--- config.mk ---
export PLATFORM = sky130hd
export DESIGN_NAME = prfc_command
export DESIGN_NICKNAME = d
export VERILOG_FILES = /design/src/prfc_pkg.sv /design/src/prfc_command.sv /design/src/prfc_hold_timer.sv
export SDC_FILE = /design/constraint.sdc
export NUM_CORES = 1
export LEC_CHECK = 0
export BUFFER_PORTS_ARGS = -buffer_cell sky130_fd_sc_hd__buf_4
export CAP_MARGIN = 30
export CELL_PAD_IN_SITES_DETAIL_PLACEMENT = 1
export CELL_PAD_IN_SITES_GLOBAL_PLACEMENT = 2
export CORE_AREA = 2 2 259 261
export CTS_BUF_LIST = sky130_fd_sc_hd__clkbuf_8
export CTS_CLUSTER_SIZE = 28
export DETAILED_ROUTE_END_ITERATION = 8
export DIE_AREA = 0 0 261 263
export HOLD_SLACK_MARGIN = 0.05
export PLACE_DENSITY = 0.65
export SETUP_SLACK_MARGIN = 0.5
export SLEW_MARGIN = 40
export SYNTH_ARGS = -nofsm -noshare
export SYNTH_HDL_FRONTEND = slang
export SYNTH_SLANG_ARGS = --single-unit
--- constraint.sdc ---
create_clock -name clock_i -period 20 [get_ports clock_i]
set_clock_uncertainty 0.2 [all_clocks]
set_input_delay 4 -clock clock_i [delete_from_list [all_inputs] [get_ports clock_i]]
set_output_delay 4 -clock clock_i [all_outputs]
set_load 0.01 [all_outputs]
--- src/prfc_pkg.sv ---
package prfc_pkg;

  localparam int IMG_BYTES = 32;

  localparam int OFS_SYS_CTRL      = 'h0;
  localparam int OFS_VALVE_CTRL    = 'h2;
  localparam int OFS_PUMP1_CMD     = 'h4;
  localparam int OFS_PUMP1_FREQ    = 'hA;
  localparam int OFS_PUMP2_CMD     = 'hE;
  localparam int OFS_PUMP2_FREQ    = 'h14;
  localparam int OFS_MODE_REQ      = 'h17;

  localparam int OFS_SYS_STATE     = 'h0;
  localparam int OFS_VALVE_STATE   = 'h2;
  localparam int OFS_UPPER_STATE   = 'h4;
  localparam int OFS_UPPER_FAULT   = 'h6;
  localparam int OFS_UPPER_TEMP    = 'h8;
  localparam int OFS_UPPER_CONV_T  = 'h9;
  localparam int OFS_UPPER_F_TGT   = 'hA;
  localparam int OFS_UPPER_F_ACT   = 'hB;
  localparam int OFS_UPPER_I_ACT   = 'hC;
  localparam int OFS_ENCL_TEMP     = 'hD;
  localparam int OFS_LOWER_STATE   = 'hE;
  localparam int OFS_LOWER_FAULT   = 'h10;
  localparam int OFS_LOWER_TEMP    = 'h12;
  localparam int OFS_LOWER_CONV_T  = 'h13;
  localparam int OFS_LOWER_F_TGT   = 'h14;
  localparam int OFS_LOWER_F_ACT   = 'h15;
  localparam int OFS_LOWER_I_ACT   = 'h16;
  localparam int OFS_MODE_STATE    = 'h17;

  localparam int BIT_START         = 0;
  localparam int BIT_EN_F1         = 5;
  localparam int BIT_EN_F2         = 6;
  localparam int BIT_RESET         = 7;
  localparam int BIT_EN_MODE       = 8;
  localparam int BIT_RIGHTS        = 10;
  localparam int BIT_EN_VALVE      = 11;
  localparam int BIT_PUMP_RUN      = 0;
  localparam int VALVE_COUNT       = 3;

  localparam logic [7:0] MODE_A      = 8'h00;
  localparam logic [7:0] MODE_B      = 8'h01;
  localparam logic [7:0] MODE_C      = 8'h02;
  localparam logic [7:0] MODE_REMOTE = 8'h07;

  localparam logic [7:0] MAX_F_ROOTS = 8'h64;
  localparam logic [7:0] MAX_F_SCREW = 8'h78;

  localparam int CLK_HZ            = 10_000_000;
  localparam int RESET_HOLD_MS     = 3000;
  localparam int RESET_HOLD_CYC    = (CLK_HZ / 1000) * RESET_HOLD_MS;

  typedef struct packed {
    logic       run;
    logic [7:0] freq;
  } prfc_pump_cmd_t;

  typedef struct packed {
    logic       ready;
    logic       error;
    logic       accel;
    logic       decel;
    logic       normal;
    logic       turning;
    logic       warning;
    logic [15:0] fault_code;
    logic [7:0] temp;
    logic [7:0] conv_temp;
    logic [7:0] freq_act;
    logic [7:0] curr_act;
  } prfc_pump_state_t;

endpackage : prfc_pkg

--- src/prfc_command.sv ---
// How it works
// - rights granted only on bit 10 rise
// - bus loss never reported in image
// - reset requested by bit 7 rise
// - internal reset stretched to three seconds
// - start on rising edge of bit 0
// - mode byte taken only with bit 8
// - pump 1 frequency needs bit 5
// - pump 2 frequency needs bit 6
// - implausible frequencies are never applied
// - linked variant copies pump 1 controls
// - purge overrides valves after stop-request switch-off
// - mode 7 selects remote command
// - remote command runs pumps from bytes 4/14
// - mode codes 0, 1, 2 for A, B, C
`timescale 1ns/1ns
module prfc_command #(
  parameter int         HOLD_CYC  = prfc_pkg::RESET_HOLD_CYC,
  parameter int         PURGE_CYC = prfc_pkg::RESET_HOLD_CYC,
  parameter logic       LINKED    = 1'b0,
  parameter logic [7:0] MAX_F1    = prfc_pkg::MAX_F_ROOTS,
  parameter logic [7:0] MAX_F2    = prfc_pkg::MAX_F_SCREW
) (
  input  wire logic                        clock_i,
  input  wire logic                        rst_i,
  input  wire logic                        tel_valid_i,
  input  wire logic [8*prfc_pkg::IMG_BYTES-1:0] ctrl_img_i,
  input  wire logic                        purge_done_i,
  input  wire prfc_pkg::prfc_pump_state_t  upper_i,
  input  wire prfc_pkg::prfc_pump_state_t  lower_i,
  input  wire logic                        sys_ready_i,
  input  wire logic                        sys_error_i,
  input  wire logic                        sys_warning_i,
  input  wire logic [7:0]                  encl_temp_i,
  output logic [8*prfc_pkg::IMG_BYTES-1:0] stat_img_o,
  output logic                             remote_rights_o,
  output logic                             sys_reset_o,
  output logic                             sys_run_o,
  output logic [7:0]                       mode_o,
  output prfc_pkg::prfc_pump_cmd_t         pump1_o,
  output prfc_pkg::prfc_pump_cmd_t         pump2_o,
  output logic [prfc_pkg::VALVE_COUNT-1:0] valves_o,
  output logic                             purging_o,
  output logic                             freq_reject_o
);
  logic [15:0] ctl_word;
  logic [15:0] prev_ctl_ff;
  logic [7:0]  b_valve, b_p1, b_p2, b_f1, b_f2, b_mode;
  logic        rise_rights, rise_reset, rise_start, stop_req;
  logic        reset_active;
  logic        remote_mode;
  logic        f1_ok, f2_ok;
  logic [$clog2(PURGE_CYC+1)-1:0] purge_cnt_ff;
  logic [prfc_pkg::VALVE_COUNT-1:0] valve_req_ff;
  logic        p1_run, p2_run;
  logic [7:0]  f1_ff, f2_ff;
  logic        run1_ff, run2_ff;

  function automatic logic [7:0] img_byte(input logic [8*prfc_pkg::IMG_BYTES-1:0] img, input int idx);
    img_byte = img[8*idx +: 8];
  endfunction : img_byte

  assign ctl_word = {img_byte(ctrl_img_i, prfc_pkg::OFS_SYS_CTRL + 1), img_byte(ctrl_img_i, prfc_pkg::OFS_SYS_CTRL)};
  assign b_valve  = img_byte(ctrl_img_i, prfc_pkg::OFS_VALVE_CTRL);
  assign b_p1     = img_byte(ctrl_img_i, prfc_pkg::OFS_PUMP1_CMD);
  assign b_p2     = img_byte(ctrl_img_i, prfc_pkg::OFS_PUMP2_CMD);
  assign b_f1     = img_byte(ctrl_img_i, prfc_pkg::OFS_PUMP1_FREQ);
  assign b_f2     = img_byte(ctrl_img_i, prfc_pkg::OFS_PUMP2_FREQ);
  assign b_mode   = img_byte(ctrl_img_i, prfc_pkg::OFS_MODE_REQ);

  // edges are judged against the last accepted telegram, not the last clock
  assign rise_rights = tel_valid_i && ctl_word[prfc_pkg::BIT_RIGHTS] && !prev_ctl_ff[prfc_pkg::BIT_RIGHTS];
  assign rise_reset  = tel_valid_i && ctl_word[prfc_pkg::BIT_RESET] && !prev_ctl_ff[prfc_pkg::BIT_RESET];
  assign rise_start  = tel_valid_i && ctl_word[prfc_pkg::BIT_START] && !prev_ctl_ff[prfc_pkg::BIT_START];
  assign stop_req    = tel_valid_i && !ctl_word[prfc_pkg::BIT_START] && prev_ctl_ff[prfc_pkg::BIT_START];

  always_ff @(posedge clock_i or posedge rst_i) begin
    if (rst_i) begin
      prev_ctl_ff <= 16'h0000;
    end else if (tel_valid_i) begin
      prev_ctl_ff <= ctl_word;
    end
  end

  always_ff @(posedge clock_i or posedge rst_i) begin
    if (rst_i) begin
      remote_rights_o <= 1'b0;
    end else if (rise_rights) begin
      remote_rights_o <= 1'b1;
    end
  end

  prfc_hold_timer #(
    .HOLD_CYC (HOLD_CYC)
  ) u_reset_hold (
    .clock_i  (clock_i),
    .rst_i    (rst_i),
    .trig_i   (rise_reset && remote_rights_o),
    .active_o (reset_active)
  );

  always_ff @(posedge clock_i or posedge rst_i) begin
    if (rst_i) begin
      sys_reset_o <= 1'b0;
    end else begin
      sys_reset_o <= reset_active;
    end
  end

  always_ff @(posedge clock_i or posedge rst_i) begin
    if (rst_i) begin
      sys_run_o <= 1'b0;
    end else if (reset_active) begin
      sys_run_o <= 1'b0;
    end else if (remote_rights_o && rise_start) begin
      sys_run_o <= 1'b1;
    end else if (remote_rights_o && stop_req) begin
      sys_run_o <= 1'b0;
    end
  end

  // unreleased codes other than remote command are ignored; master owns code choice
  always_ff @(posedge clock_i or posedge rst_i) begin
    if (rst_i) begin
      mode_o <= prfc_pkg::MODE_A;
    end else if (tel_valid_i && remote_rights_o && ctl_word[prfc_pkg::BIT_EN_MODE]) begin
      case (b_mode)
        prfc_pkg::MODE_A,
        prfc_pkg::MODE_B,
        prfc_pkg::MODE_C,
        prfc_pkg::MODE_REMOTE: mode_o <= b_mode;
        default: mode_o <= mode_o;
      endcase
    end
  end

  assign remote_mode = (mode_o == prfc_pkg::MODE_REMOTE);

  // plausibility: nonzero and within the stage maximum
  assign f1_ok = (b_f1 != 8'h00) && (b_f1 <= MAX_F1);
  assign f2_ok = (b_f2 != 8'h00) && (b_f2 <= MAX_F2);

  always_ff @(posedge clock_i or posedge rst_i) begin
    if (rst_i) begin
      f1_ff <= 8'h00;
    end else if (tel_valid_i && remote_rights_o && ctl_word[prfc_pkg::BIT_EN_F1] && f1_ok) begin
      f1_ff <= b_f1;
    end
  end

  always_ff @(posedge clock_i or posedge rst_i) begin
    if (rst_i) begin
      f2_ff <= 8'h00;
    end else if (tel_valid_i && remote_rights_o && LINKED && ctl_word[prfc_pkg::BIT_EN_F1] && f1_ok) begin
      f2_ff <= b_f1;
    end else if (tel_valid_i && remote_rights_o && !LINKED && ctl_word[prfc_pkg::BIT_EN_F2] && f2_ok) begin
      f2_ff <= b_f2;
    end
  end

  always_ff @(posedge clock_i or posedge rst_i) begin
    if (rst_i) begin
      freq_reject_o <= 1'b0;
    end else begin
      freq_reject_o <= tel_valid_i && remote_rights_o &&
                       ((ctl_word[prfc_pkg::BIT_EN_F1] && !f1_ok) ||
                        (!LINKED && ctl_word[prfc_pkg::BIT_EN_F2] && !f2_ok));
    end
  end

  assign p1_run = remote_mode ? b_p1[prfc_pkg::BIT_PUMP_RUN] : sys_run_o;
  assign p2_run = remote_mode ? (LINKED ? b_p1[prfc_pkg::BIT_PUMP_RUN]
                                        : b_p2[prfc_pkg::BIT_PUMP_RUN]) : sys_run_o;

  always_ff @(posedge clock_i or posedge rst_i) begin
    if (rst_i) begin
      run1_ff <= 1'b0;
      run2_ff <= 1'b0;
    end else if (reset_active || !remote_rights_o) begin
      run1_ff <= 1'b0;
      run2_ff <= 1'b0;
    end else if (tel_valid_i || !remote_mode) begin
      run1_ff <= p1_run;
      run2_ff <= p2_run;
    end
  end

  // one driver per struct; each field keeps its own register
  assign pump1_o = {run1_ff, f1_ff};
  assign pump2_o = {run2_ff, f2_ff};

  always_ff @(posedge clock_i or posedge rst_i) begin
    if (rst_i) begin
      valve_req_ff <= '0;
    end else if (tel_valid_i && remote_rights_o && ctl_word[prfc_pkg::BIT_EN_VALVE]) begin
      valve_req_ff <= b_valve[prfc_pkg::VALVE_COUNT-1:0];
    end
  end

  // purge window starts when a stop request switches the system off (not on internal reset); purge_done_i cuts it short
  always_ff @(posedge clock_i or posedge rst_i) begin
    if (rst_i) begin
      purge_cnt_ff <= '0;
    end else if (sys_run_o && remote_rights_o && stop_req) begin
      purge_cnt_ff <= ($bits(purge_cnt_ff))'(PURGE_CYC);
    end else if (purge_done_i) begin
      purge_cnt_ff <= '0;
    end else if (purge_cnt_ff != '0) begin
      purge_cnt_ff <= purge_cnt_ff - 1'b1;
    end
  end

  always_ff @(posedge clock_i or posedge rst_i) begin
    if (rst_i) begin
      purging_o <= 1'b0;
      valves_o  <= '0;
    end else begin
      purging_o <= (purge_cnt_ff != '0);
      valves_o  <= (purge_cnt_ff != '0) ? {prfc_pkg::VALVE_COUNT{1'b1}} : valve_req_ff;
    end
  end

  // status image; no bit carries bus-loss state, the bus module reports that
  always_ff @(posedge clock_i or posedge rst_i) begin
    if (rst_i) begin
      stat_img_o <= '0;
    end else begin
      stat_img_o <= '0;
      stat_img_o[8*prfc_pkg::OFS_SYS_STATE +: 16] <=
        {1'b0, sys_warning_i, 3'b000, sys_run_o && upper_i.normal, 2'b00,
         sys_warning_i, !sys_run_o && (upper_i.decel || lower_i.decel), 1'b0,
         sys_run_o && (upper_i.accel || lower_i.accel), sys_error_i, 1'b0, sys_run_o, sys_ready_i};
      stat_img_o[8*prfc_pkg::OFS_VALVE_STATE +: 16] <= {13'h0000, valves_o};
      stat_img_o[8*prfc_pkg::OFS_UPPER_STATE +: 16] <=
        {1'b0, upper_i.warning, 2'b00, upper_i.turning, upper_i.normal, 4'h0,
         upper_i.decel, upper_i.accel, upper_i.error, 2'b00, upper_i.ready};
      stat_img_o[8*prfc_pkg::OFS_UPPER_FAULT +: 16] <= upper_i.fault_code;
      stat_img_o[8*prfc_pkg::OFS_UPPER_TEMP +: 8]   <= upper_i.temp;
      stat_img_o[8*prfc_pkg::OFS_UPPER_CONV_T +: 8] <= upper_i.conv_temp;
      stat_img_o[8*prfc_pkg::OFS_UPPER_F_TGT +: 8]  <= pump1_o.freq;
      stat_img_o[8*prfc_pkg::OFS_UPPER_F_ACT +: 8]  <= upper_i.freq_act;
      stat_img_o[8*prfc_pkg::OFS_UPPER_I_ACT +: 8]  <= upper_i.curr_act;
      stat_img_o[8*prfc_pkg::OFS_ENCL_TEMP +: 8]    <= encl_temp_i;
      stat_img_o[8*prfc_pkg::OFS_LOWER_STATE +: 16] <=
        {1'b0, lower_i.warning, 2'b00, lower_i.turning, lower_i.normal, 4'h0,
         lower_i.decel, lower_i.accel, lower_i.error, 2'b00, lower_i.ready};
      stat_img_o[8*prfc_pkg::OFS_LOWER_FAULT +: 16] <= lower_i.fault_code;
      stat_img_o[8*prfc_pkg::OFS_LOWER_TEMP +: 8]   <= lower_i.temp;
      stat_img_o[8*prfc_pkg::OFS_LOWER_CONV_T +: 8] <= lower_i.conv_temp;
      stat_img_o[8*prfc_pkg::OFS_LOWER_F_TGT +: 8]  <= pump2_o.freq;
      stat_img_o[8*prfc_pkg::OFS_LOWER_F_ACT +: 8]  <= lower_i.freq_act;
      stat_img_o[8*prfc_pkg::OFS_LOWER_I_ACT +: 8]  <= lower_i.curr_act;
      stat_img_o[8*prfc_pkg::OFS_MODE_STATE +: 8]   <= mode_o;
    end
  end
endmodule : prfc_command

--- src/prfc_hold_timer.sv ---
`timescale 1ns/1ns
module prfc_hold_timer #(
  parameter int HOLD_CYC = prfc_pkg::RESET_HOLD_CYC
) (
  input  wire logic clock_i,
  input  wire logic rst_i,
  input  wire logic trig_i,
  output logic      active_o
);
  localparam int CW = $clog2(HOLD_CYC + 1);
  logic [CW-1:0] count_ff;

  // a retrigger restarts the full hold time
  always_ff @(posedge clock_i or posedge rst_i) begin
    if (rst_i) begin
      count_ff <= '0;
    end else if (trig_i) begin
      count_ff <= CW'(HOLD_CYC);
    end else if (count_ff != '0) begin
      count_ff <= count_ff - 1'b1;
    end
  end

  always_ff @(posedge clock_i or posedge rst_i) begin
    if (rst_i) begin
      active_o <= 1'b0;
    end else begin
      active_o <= trig_i || (count_ff > CW'(1));
    end
  end
endmodule : prfc_hold_timer

==> results of run 1 <==
sequential cells by signal (all words and copies together) (netlist names), 3 cells and up:
signal and count:
f1_ff 8, valve_req_ff 3, f2_ff 8, valves_o 3
mode_o 8, purge_cnt_ff 25, prev_ctl_ff 3, stat_img_o 152
u_reset_hold.count_ff 25
through the flow:
stage          area, µm²  std cells  setup WS, ps  power [mW]  util [%]
2_1_floorplan       9410        795          9130       0.834         -
3_3_place_gp       12300       1890         13220       0.966      18.7
3_5_place_dp       12300       1890         13630       0.975      18.8
4_1_cts            13200       1968         14290        1.49      20.1
5_1_grt            13200       1970         14200        1.56      20.2
6_report           13200       1970         14300        1.45      20.2
routing by layer:
layer / track usage (%) / vias up / share of wire, %
met4: 3.13 / 2 / 2.6
met1: 9.58 / 3271 / 38
met3: 3.46 / 49 / 11
met5: 0 / - / 0.028
met2: 15.7 / 421 / 49
li1: - / 2964 / -
worst min-delay path by stage:
stage                     startpoint             end  slack [ps]
3_3_place_gp             valves_o[0]  stat_img_o[16]         180
4_1_cts                     f1_ff[6]  stat_img_o[86]         200
5_1_grt                     f1_ff[6]  stat_img_o[86]         220
3_5_place_dp             valves_o[1]  stat_img_o[17]         180
6_report                 valves_o[0]  stat_img_o[16]         200
2_1_floorplan  u_reset_hold.active_o     sys_reset_o         180
logic make-up (layout without fill, tap and decap cells):
group / after synthesis / count (layout) / share of synthesized area, %
AO/OA/AOI/OAI: 93 / 93 / 6.24
flip-flops: 243 / 243 / 67.3
AND/OR/NAND/NOR: 183 / 183 / 11.4
buffers and inverters: 129 / 438 / 9.88
other: 1 / 105 / 0.0415
adder cells (fa/ha/maj): 5 / 5 / 0.693
XOR/XNOR: 15 / 15 / 1.45
multiplexers: 24 / 24 / 2.95
layout make-up:
type                            instances  area (µm²)  share of cell area [%]
Inverter                                8        42.5                   0.321
Tap cell                              864        1080                    8.16
Timing Repair Buffer                  352        2650                    20.0
Clock buffer                           55         757                    5.72
Sequential cell                       243        6080                    45.9
Multi-Input combinational cell        423        2470                    18.7
Clock inverter                         23         155                    1.17
Antenna cell                            2        5.00                  0.0378
placed cells by master, fill, tap and decap left out, types with 5 or more instances in the layout:
| master | instances |
|---|---|
| or4_1 | 12 |
| and3_1 | 5 |
| nand2b_1 | 5 |
| buf_4 | 350 |
| nand4_1 | 9 |
| nor4_1 | 7 |
| ha_1 | 5 |
| xor2_1 | 8 |
| dfrtp_1 | 243 |
| nor2b_1 | 9 |
| or3_1 | 19 |
| and2_1 | 5 |
| clkbuf_8 | 55 |
| inv_1 | 24 |
| o21ai_0 | 26 |
| o211ai_1 | 5 |
| mux2_2 | 21 |
| conb_1 | 103 |
| nor3_1 | 16 |
| o31ai_1 | 12 |
| or2_2 | 10 |
| nand2_1 | 18 |
| nand3_1 | 15 |
| nor2_1 | 36 |
| a21oi_1 | 29 |
| xnor2_1 | 7 |
power groups by stage:
stage                     combinational, mW  clock, mW  sequential [mW]
after floorplan                       0.218          0            0.616
after global placement                0.351          0            0.616
after detailed placement              0.357          0            0.619
after CTS                             0.359      0.519            0.611
after global routing                  0.398      0.541            0.618
final                                 0.356      0.487            0.609
==> summary.txt, run 1 <==
Setup path
  – Type of origin of the critical path: input pin
  – Largest delay contributor family on the critical path: simple AND/OR/NAND/NOR gates
  – Critical R2R Launch: purge_cnt_ff[15]
  – CP Buf/Inv Count: 1
  – Crit-path cells: buf_4, and2_2, nand4b_1, nor2_1, mux2_2
  – Worst path slowest cell: nor2_1
  – Worst reg2reg setup slack: 17,160 ps
  – Worst setup endpoint: mode_o[1]
  – CP peak stage delay: 680 ps
  – Critical path startpoint: tel_valid_i
  – Crit Path Max Fanout: 9
  – Crit Path Category: in2reg
  – Worst setup EP type: register
  – CP required: between 20,000 and 25,000 ps
  – Reg2Reg Depth: 5
  – Reg2reg end: purge_cnt_ff[21]
  – CP arrival: about 6000 ps
  – WP depth: 5

Yosys
  – Sequential area share after synthesis: roughly two thirds
  – Yosys top cell area share: between 60 and 70%
  – FF+latch count, synth: ~240
  – Synth top cells by count: dfrtp_1 (243), buf_4 (106), nor2_1 (36)
  – EDFF count, synth: 0
  – Leading area contributor after synthesis: dfrtp_1
  – Yosys warning count: 0
  – Synth Instances: just under 700
  – Asr flop ratio synth: 100%
  – Count leader, synth: dfrtp_1
  – Synth Flop Type: dfrtp_1
  – Top cells by area, synth: dfrtp_1 (67%), buf_4 (8.8%), mux2_2 (2.6%)
  – Synth cell types: 48
  – Mean Syn Cell Area: between 10 and 15 µm²
  – Netlist Area Pre-Place: 9030 µm²

Clock network
  – Setup Buffers After CTS: 0
  – Hold buffers post-CTS: 0
  – Clock buffer depth: 3
  – Clk sinks: around 240
  – CTS Root Cell: clkbuf_8
  – Cts repair resizes: 0
  – Later-pin clock latency in the skew report: 600 ps
  – H-tree levels: 2
  – CTS Buf Count: 46
  – CTS tree: yes
  – Clock transition at path regs: 60 ps

Drt
  – Via total after detailed routing: about 6,700
  – DRT iter0 DRCs: between 300 and 400
  – Final wirelength: 32.0 mm
  – Drt drc: 0
  – Post-route ant nets: 0
  – Vias per cell: 3.40
  – Pre-antenna DRT Iters: 4
  – Routed len/inst: between 15 and 20 µm

Power
  – Peak supply drop: between 0.00005 and 0.00006 V
  – Leak: between 6 and 7 nW
  – Sequential power share: 41.9%
  – Combinational share of power: 24.5%
  – Sw Ratio: between 30% and 40%
  – Clock Power Share: around a third
  – Pint: 0.981 mW
  – PD cells: approximately 110 nW/µm²
  – Net Sw Power: ~0.47 mW

Global routing
  – Initial antenna violation count: 5
  – Vias in the first global route: 7,184
  – Largest net degree at the start of global routing: between 100 and 150
  – Total GRT Usage: around 9%
  – First-pass GRT wire length: approximately 45 mm
  – Remaining Overflow, GRT: 0

Floorplan
  – Die height: between 200 and 300 µm
  – I/O Pins: 671
  – Initial core utilization: between 10% and 20%
  – Die footprint: roughly 69,000 µm²
  – Area of the core: 65,600 µm²
  – Rows: 94
  – Die Wd: approximately 260 µm

Timing
  – Final setup violation count: 0
  – Slew Limit Fails: 0
  – Slew HR: approximately 45%
  – Period utilization: between 20 and 30%
  – Highest clock rate: about 180 MHz
  – Worst-margin pin slew: approximately 830 ps
  – Setup TNS: 0 ps
  – Final hold vios: 0
  – Tmin final: between 5000 and 6000 ps
  – Hold WS: between 200 and 250 ps
  – RSZ-0062 raised after global routing: false

Layout
  – Final net count: ~1,500
  – Layout cell share with drive strength beyond 1: around two fifths
  – Area Overhead vs Synth: 46.7%
  – Fillers: roughly 7,600

Outcome
  – Status: finished, final reports clean

Placement
  – DP Wirelength: 24.8 mm
  – IO buf count: about 350
  – GPL Wtd Cong: a little under 0.8

Worst hold path
  – Hold path depth: 0
  – Hold/Removal Path Class: reg2reg

Run
  – Max Cap Violations: 0
Power figures use the tool's default switching activity.
==> run 2, diff against run 1 <==
ABC_AREA = 1   (was unset)
CORE_AREA = 2 2 260 262   (was 2 2 259 261)
DIE_AREA = 0 0 262 264   (was 0 0 261 263)
PLACE_DENSITY = 0.7   (was 0.65)
clock period = 5 ns   (was 20 ns; I/O delays follow)
==> run 2 against run 1 <==
  * Design area grew 5.5%
  * Critical path depth shrank 4
  * Flip-flop and latch count is the same
  * Final cell count grew 14%
  * Die area grew 0.76%
  * Sequential power grew to 4.0 times the previous value
  * Critical path type is now reg2out
  * Critical endpoint is now pump1_o[5]
==> summary.txt, run 2 <==
Outcome
  – Status: finished, final reports clean

Drt
  – Drt drc: 0
  – Vias per cell: roughly 3.5
  – Final wirelength: ~42 mm
  – DRT iter0 DRCs: ~300
  – Routed len/inst: 18.7 µm
  – Via total after detailed routing: 7,759
  – Post-route ant nets: 0
  – Pre-antenna DRT Iters: 4

Setup path
  – CP Buf/Inv Count: 1
  – CP required: approximately 3800 ps
  – Worst setup endpoint: pump1_o[5]
  – CP peak stage delay: around 600 ps
  – Crit-path cells: buf_4
  – Critical R2R Launch: mode_o[0]
  – Crit Path Category: reg2out
  – Crit Path Max Fanout: 3
  – Reg2reg end: run1_ff
  – Worst reg2reg setup slack: between 2000 and 3000 ps
  – Worst setup EP type: output pin
  – CP arrival: 1410 ps
  – Type of origin of the critical path: register
  – Reg2Reg Depth: 6
  – Worst path slowest cell: dfrtp_1
  – WP depth: 1
  – Largest delay contributor family on the critical path: flip-flops
  – Critical path startpoint: f1_ff[5]

Power
  – Peak supply drop: around 0.00016 V
  – PD cells: 453 nW/µm²
  – Final Power: about 6.3 mW
  – Leak: around 7 nW

Clock network
  – CTS Root Cell: clkbuf_8
  – H-tree levels: 2
  – Clock buffer depth: 3
  – Clock transition at path regs: approximately 60 ps
  – CTS tree: yes
  – Later-pin clock latency in the skew report: 610 ps
  – Hold buffers post-CTS: 0
  – Clk sinks: roughly 240
  – Setup Buffers After CTS: 0
  – Cts repair resizes: 0
  – CTS Buf Count: between 40 and 50

Timing
  – Slew HR: between 50% and 60%
  – Worst-margin pin slew: between 700 and 800 ps
  – Final setup violation count: 0
  – Tmin final: around 2600 ps
  – Highest clock rate: approximately 380 MHz
  – Setup TNS: 0 ps
  – Period utilization: a little over half
  – Slew Limit Fails: 0
  – Final hold vios: 0
  – RSZ-0062 raised after global routing: false

Floorplan
  – Initial core utilization: approximately 15%
  – Die Wd: between 200 and 300 µm
  – Die footprint: just under 70,000 µm²
  – Die height: between 200 and 300 µm
  – Rows: 95
  – I/O Pins: about 670
  – Area of the core: ~67,000 µm²

Global routing
  – Initial antenna violation count: 21
  – Vias in the first global route: about 8,400
  – Remaining Overflow, GRT: 0
  – Total GRT Usage: between 10% and 20%
  – First-pass GRT wire length: approximately 58 mm
  – Largest net degree at the start of global routing: 105

Yosys
  – Asr flop ratio synth: 100%
  – Synth Flop Type: dfrtp_1
  – Count leader, synth: dfrtp_1
  – Netlist Area Pre-Place: 9710 µm²
  – Largest family of logic cells by synthesized area: simple AND/OR/NAND/NOR gates
  – Post-synthesis compound-gate area fraction: 3.42%
  – Simple-Gate Fraction of Synth Area: 19.1%
  – Top cells by area, synth: dfrtp_1 (63%), buf_4 (8.2%), nand2_1 (6.7%)
  – Post-synthesis mux area share: less than 1%
  – Synth top cells by count: dfrtp_1 (243), nand2_1 (173), buf_4 (106)
  – Synth Instances: roughly 940
  – Synth cell types: 40
  – Synth Area in XOR/XNOR: less than 1%
  – FF+latch count, synth: 243
  – Leading area contributor after synthesis: dfrtp_1
  – Yosys warning count: 0
  – Mean Syn Cell Area: a little over 10 µm²
  – Yosys top cell area share: approximately 63%
  – Sequential area share after synthesis: 62.6%
  – EDFF count, synth: 0
  – Share of synthesized cell area in full adder, half adder and majority cells: less than 1%

Placement
  – DP Wirelength: ~35 mm
  – GPL Wtd Cong: 0.825
  – IO buf count: about 350

Layout
  – Largest regs: stat_img_o (152), purge_cnt_ff (25), u_reset_hold.count_ff (25)
  – Number of flip-flops in the largest register: roughly 150
  – Largest Register: stat_img_o
  – Most common cell after layout, fill and taps aside: buf_4
  – Final net count: 1,717
  – Layout cell share with drive strength beyond 1: about 36%
  – Most frequent cells in the layout: buf_4 (350), dfrtp_1 (243), nand2_1 (173)
  – Area Overhead vs Synth: 43.9%

Worst hold path
  – Hold/Removal Path Class: reg2reg

Run
  – Max Cap Violations: 0
## run 2: cell types whose count changed after synthesis, sizes merged, moves of 8 or more
cell	change
nor2b	-9
or3	-19
inv	+103
a21oi	-8
mux2	-18
nand2	+164
nor3	-8
nand4	+19
clkbuf	-10
o31ai	-11
or4	-15
nor2	+79
nor4	-8
nand3	+35
## run 2: cell families after synthesis
kind of cell             Yosys count
other                              1
AO/OA/AOI/OAI                     62
AND/OR/NAND/NOR                  394
flip-flops                       243
multiplexers                       3
buffers and inverters            225
adder cells (fa/ha/maj)            5
XOR/XNOR                           9
## run 2: worst min path at each step
stage               slack, ps                  start         endpoint  cells past startpoint
floorplan                 200  u_reset_hold.active_o      sys_reset_o                      0
global placement          160            valves_o[2]   stat_img_o[18]                      0
detailed placement        180            valves_o[1]   stat_img_o[17]                      0
CTS                       160                  rst_i  stat_img_o[105]                      2
global route              180                  rst_i  stat_img_o[105]                      2
finish                    190            valves_o[2]   stat_img_o[18]                      0
## run 2: layout make-up
class / instances / area [µm²]
tap: 873 / 1090
clock buffer: 55 / 757
timing repair buffer: 352 / 2670
multi-input combinational: 576 / 2760
inverter: 111 / 420
fill: 7853 / 52600
antenna: 8 / 20.0
sequential: 243 / 6080
clock inverter: 24 / 176
## run 2: per-stage QoR
| step | cells | utilization, % | instance area [µm²] | hold slack, ps | worst slack (ps) |
|---|---|---|---|---|---|
| floorplan | 1044 | - | 10100 | 196 | 610 |
| global placement | 2155 | 19.5 | 13000 | 164 | 2090 |
| detailed placement | 2155 | 19.6 | 13000 | 182 | 2100 |
| CTS | 2234 | 21.0 | 13900 | 158 | 2270 |
| global route | 2236 | 21.0 | 14000 | 185 | 2290 |
| finish | 2242 | 21.0 | 14000 | 186 | 2390 |
## run 2: metal layers
metal / global-route usage [%] / wire, µm
met1: 12.8 / 14900
met2: 20.0 / 19600
met3: 5.52 / 5960
met4: 4.32 / 1300
met5: 0 / 53
## run 2: report_power, final
group          internal [mW]  switching (mW)  total, mW
combinational          0.668            1.24       1.91
sequential              2.21           0.221       2.43
clock                   1.11           0.892       2.00
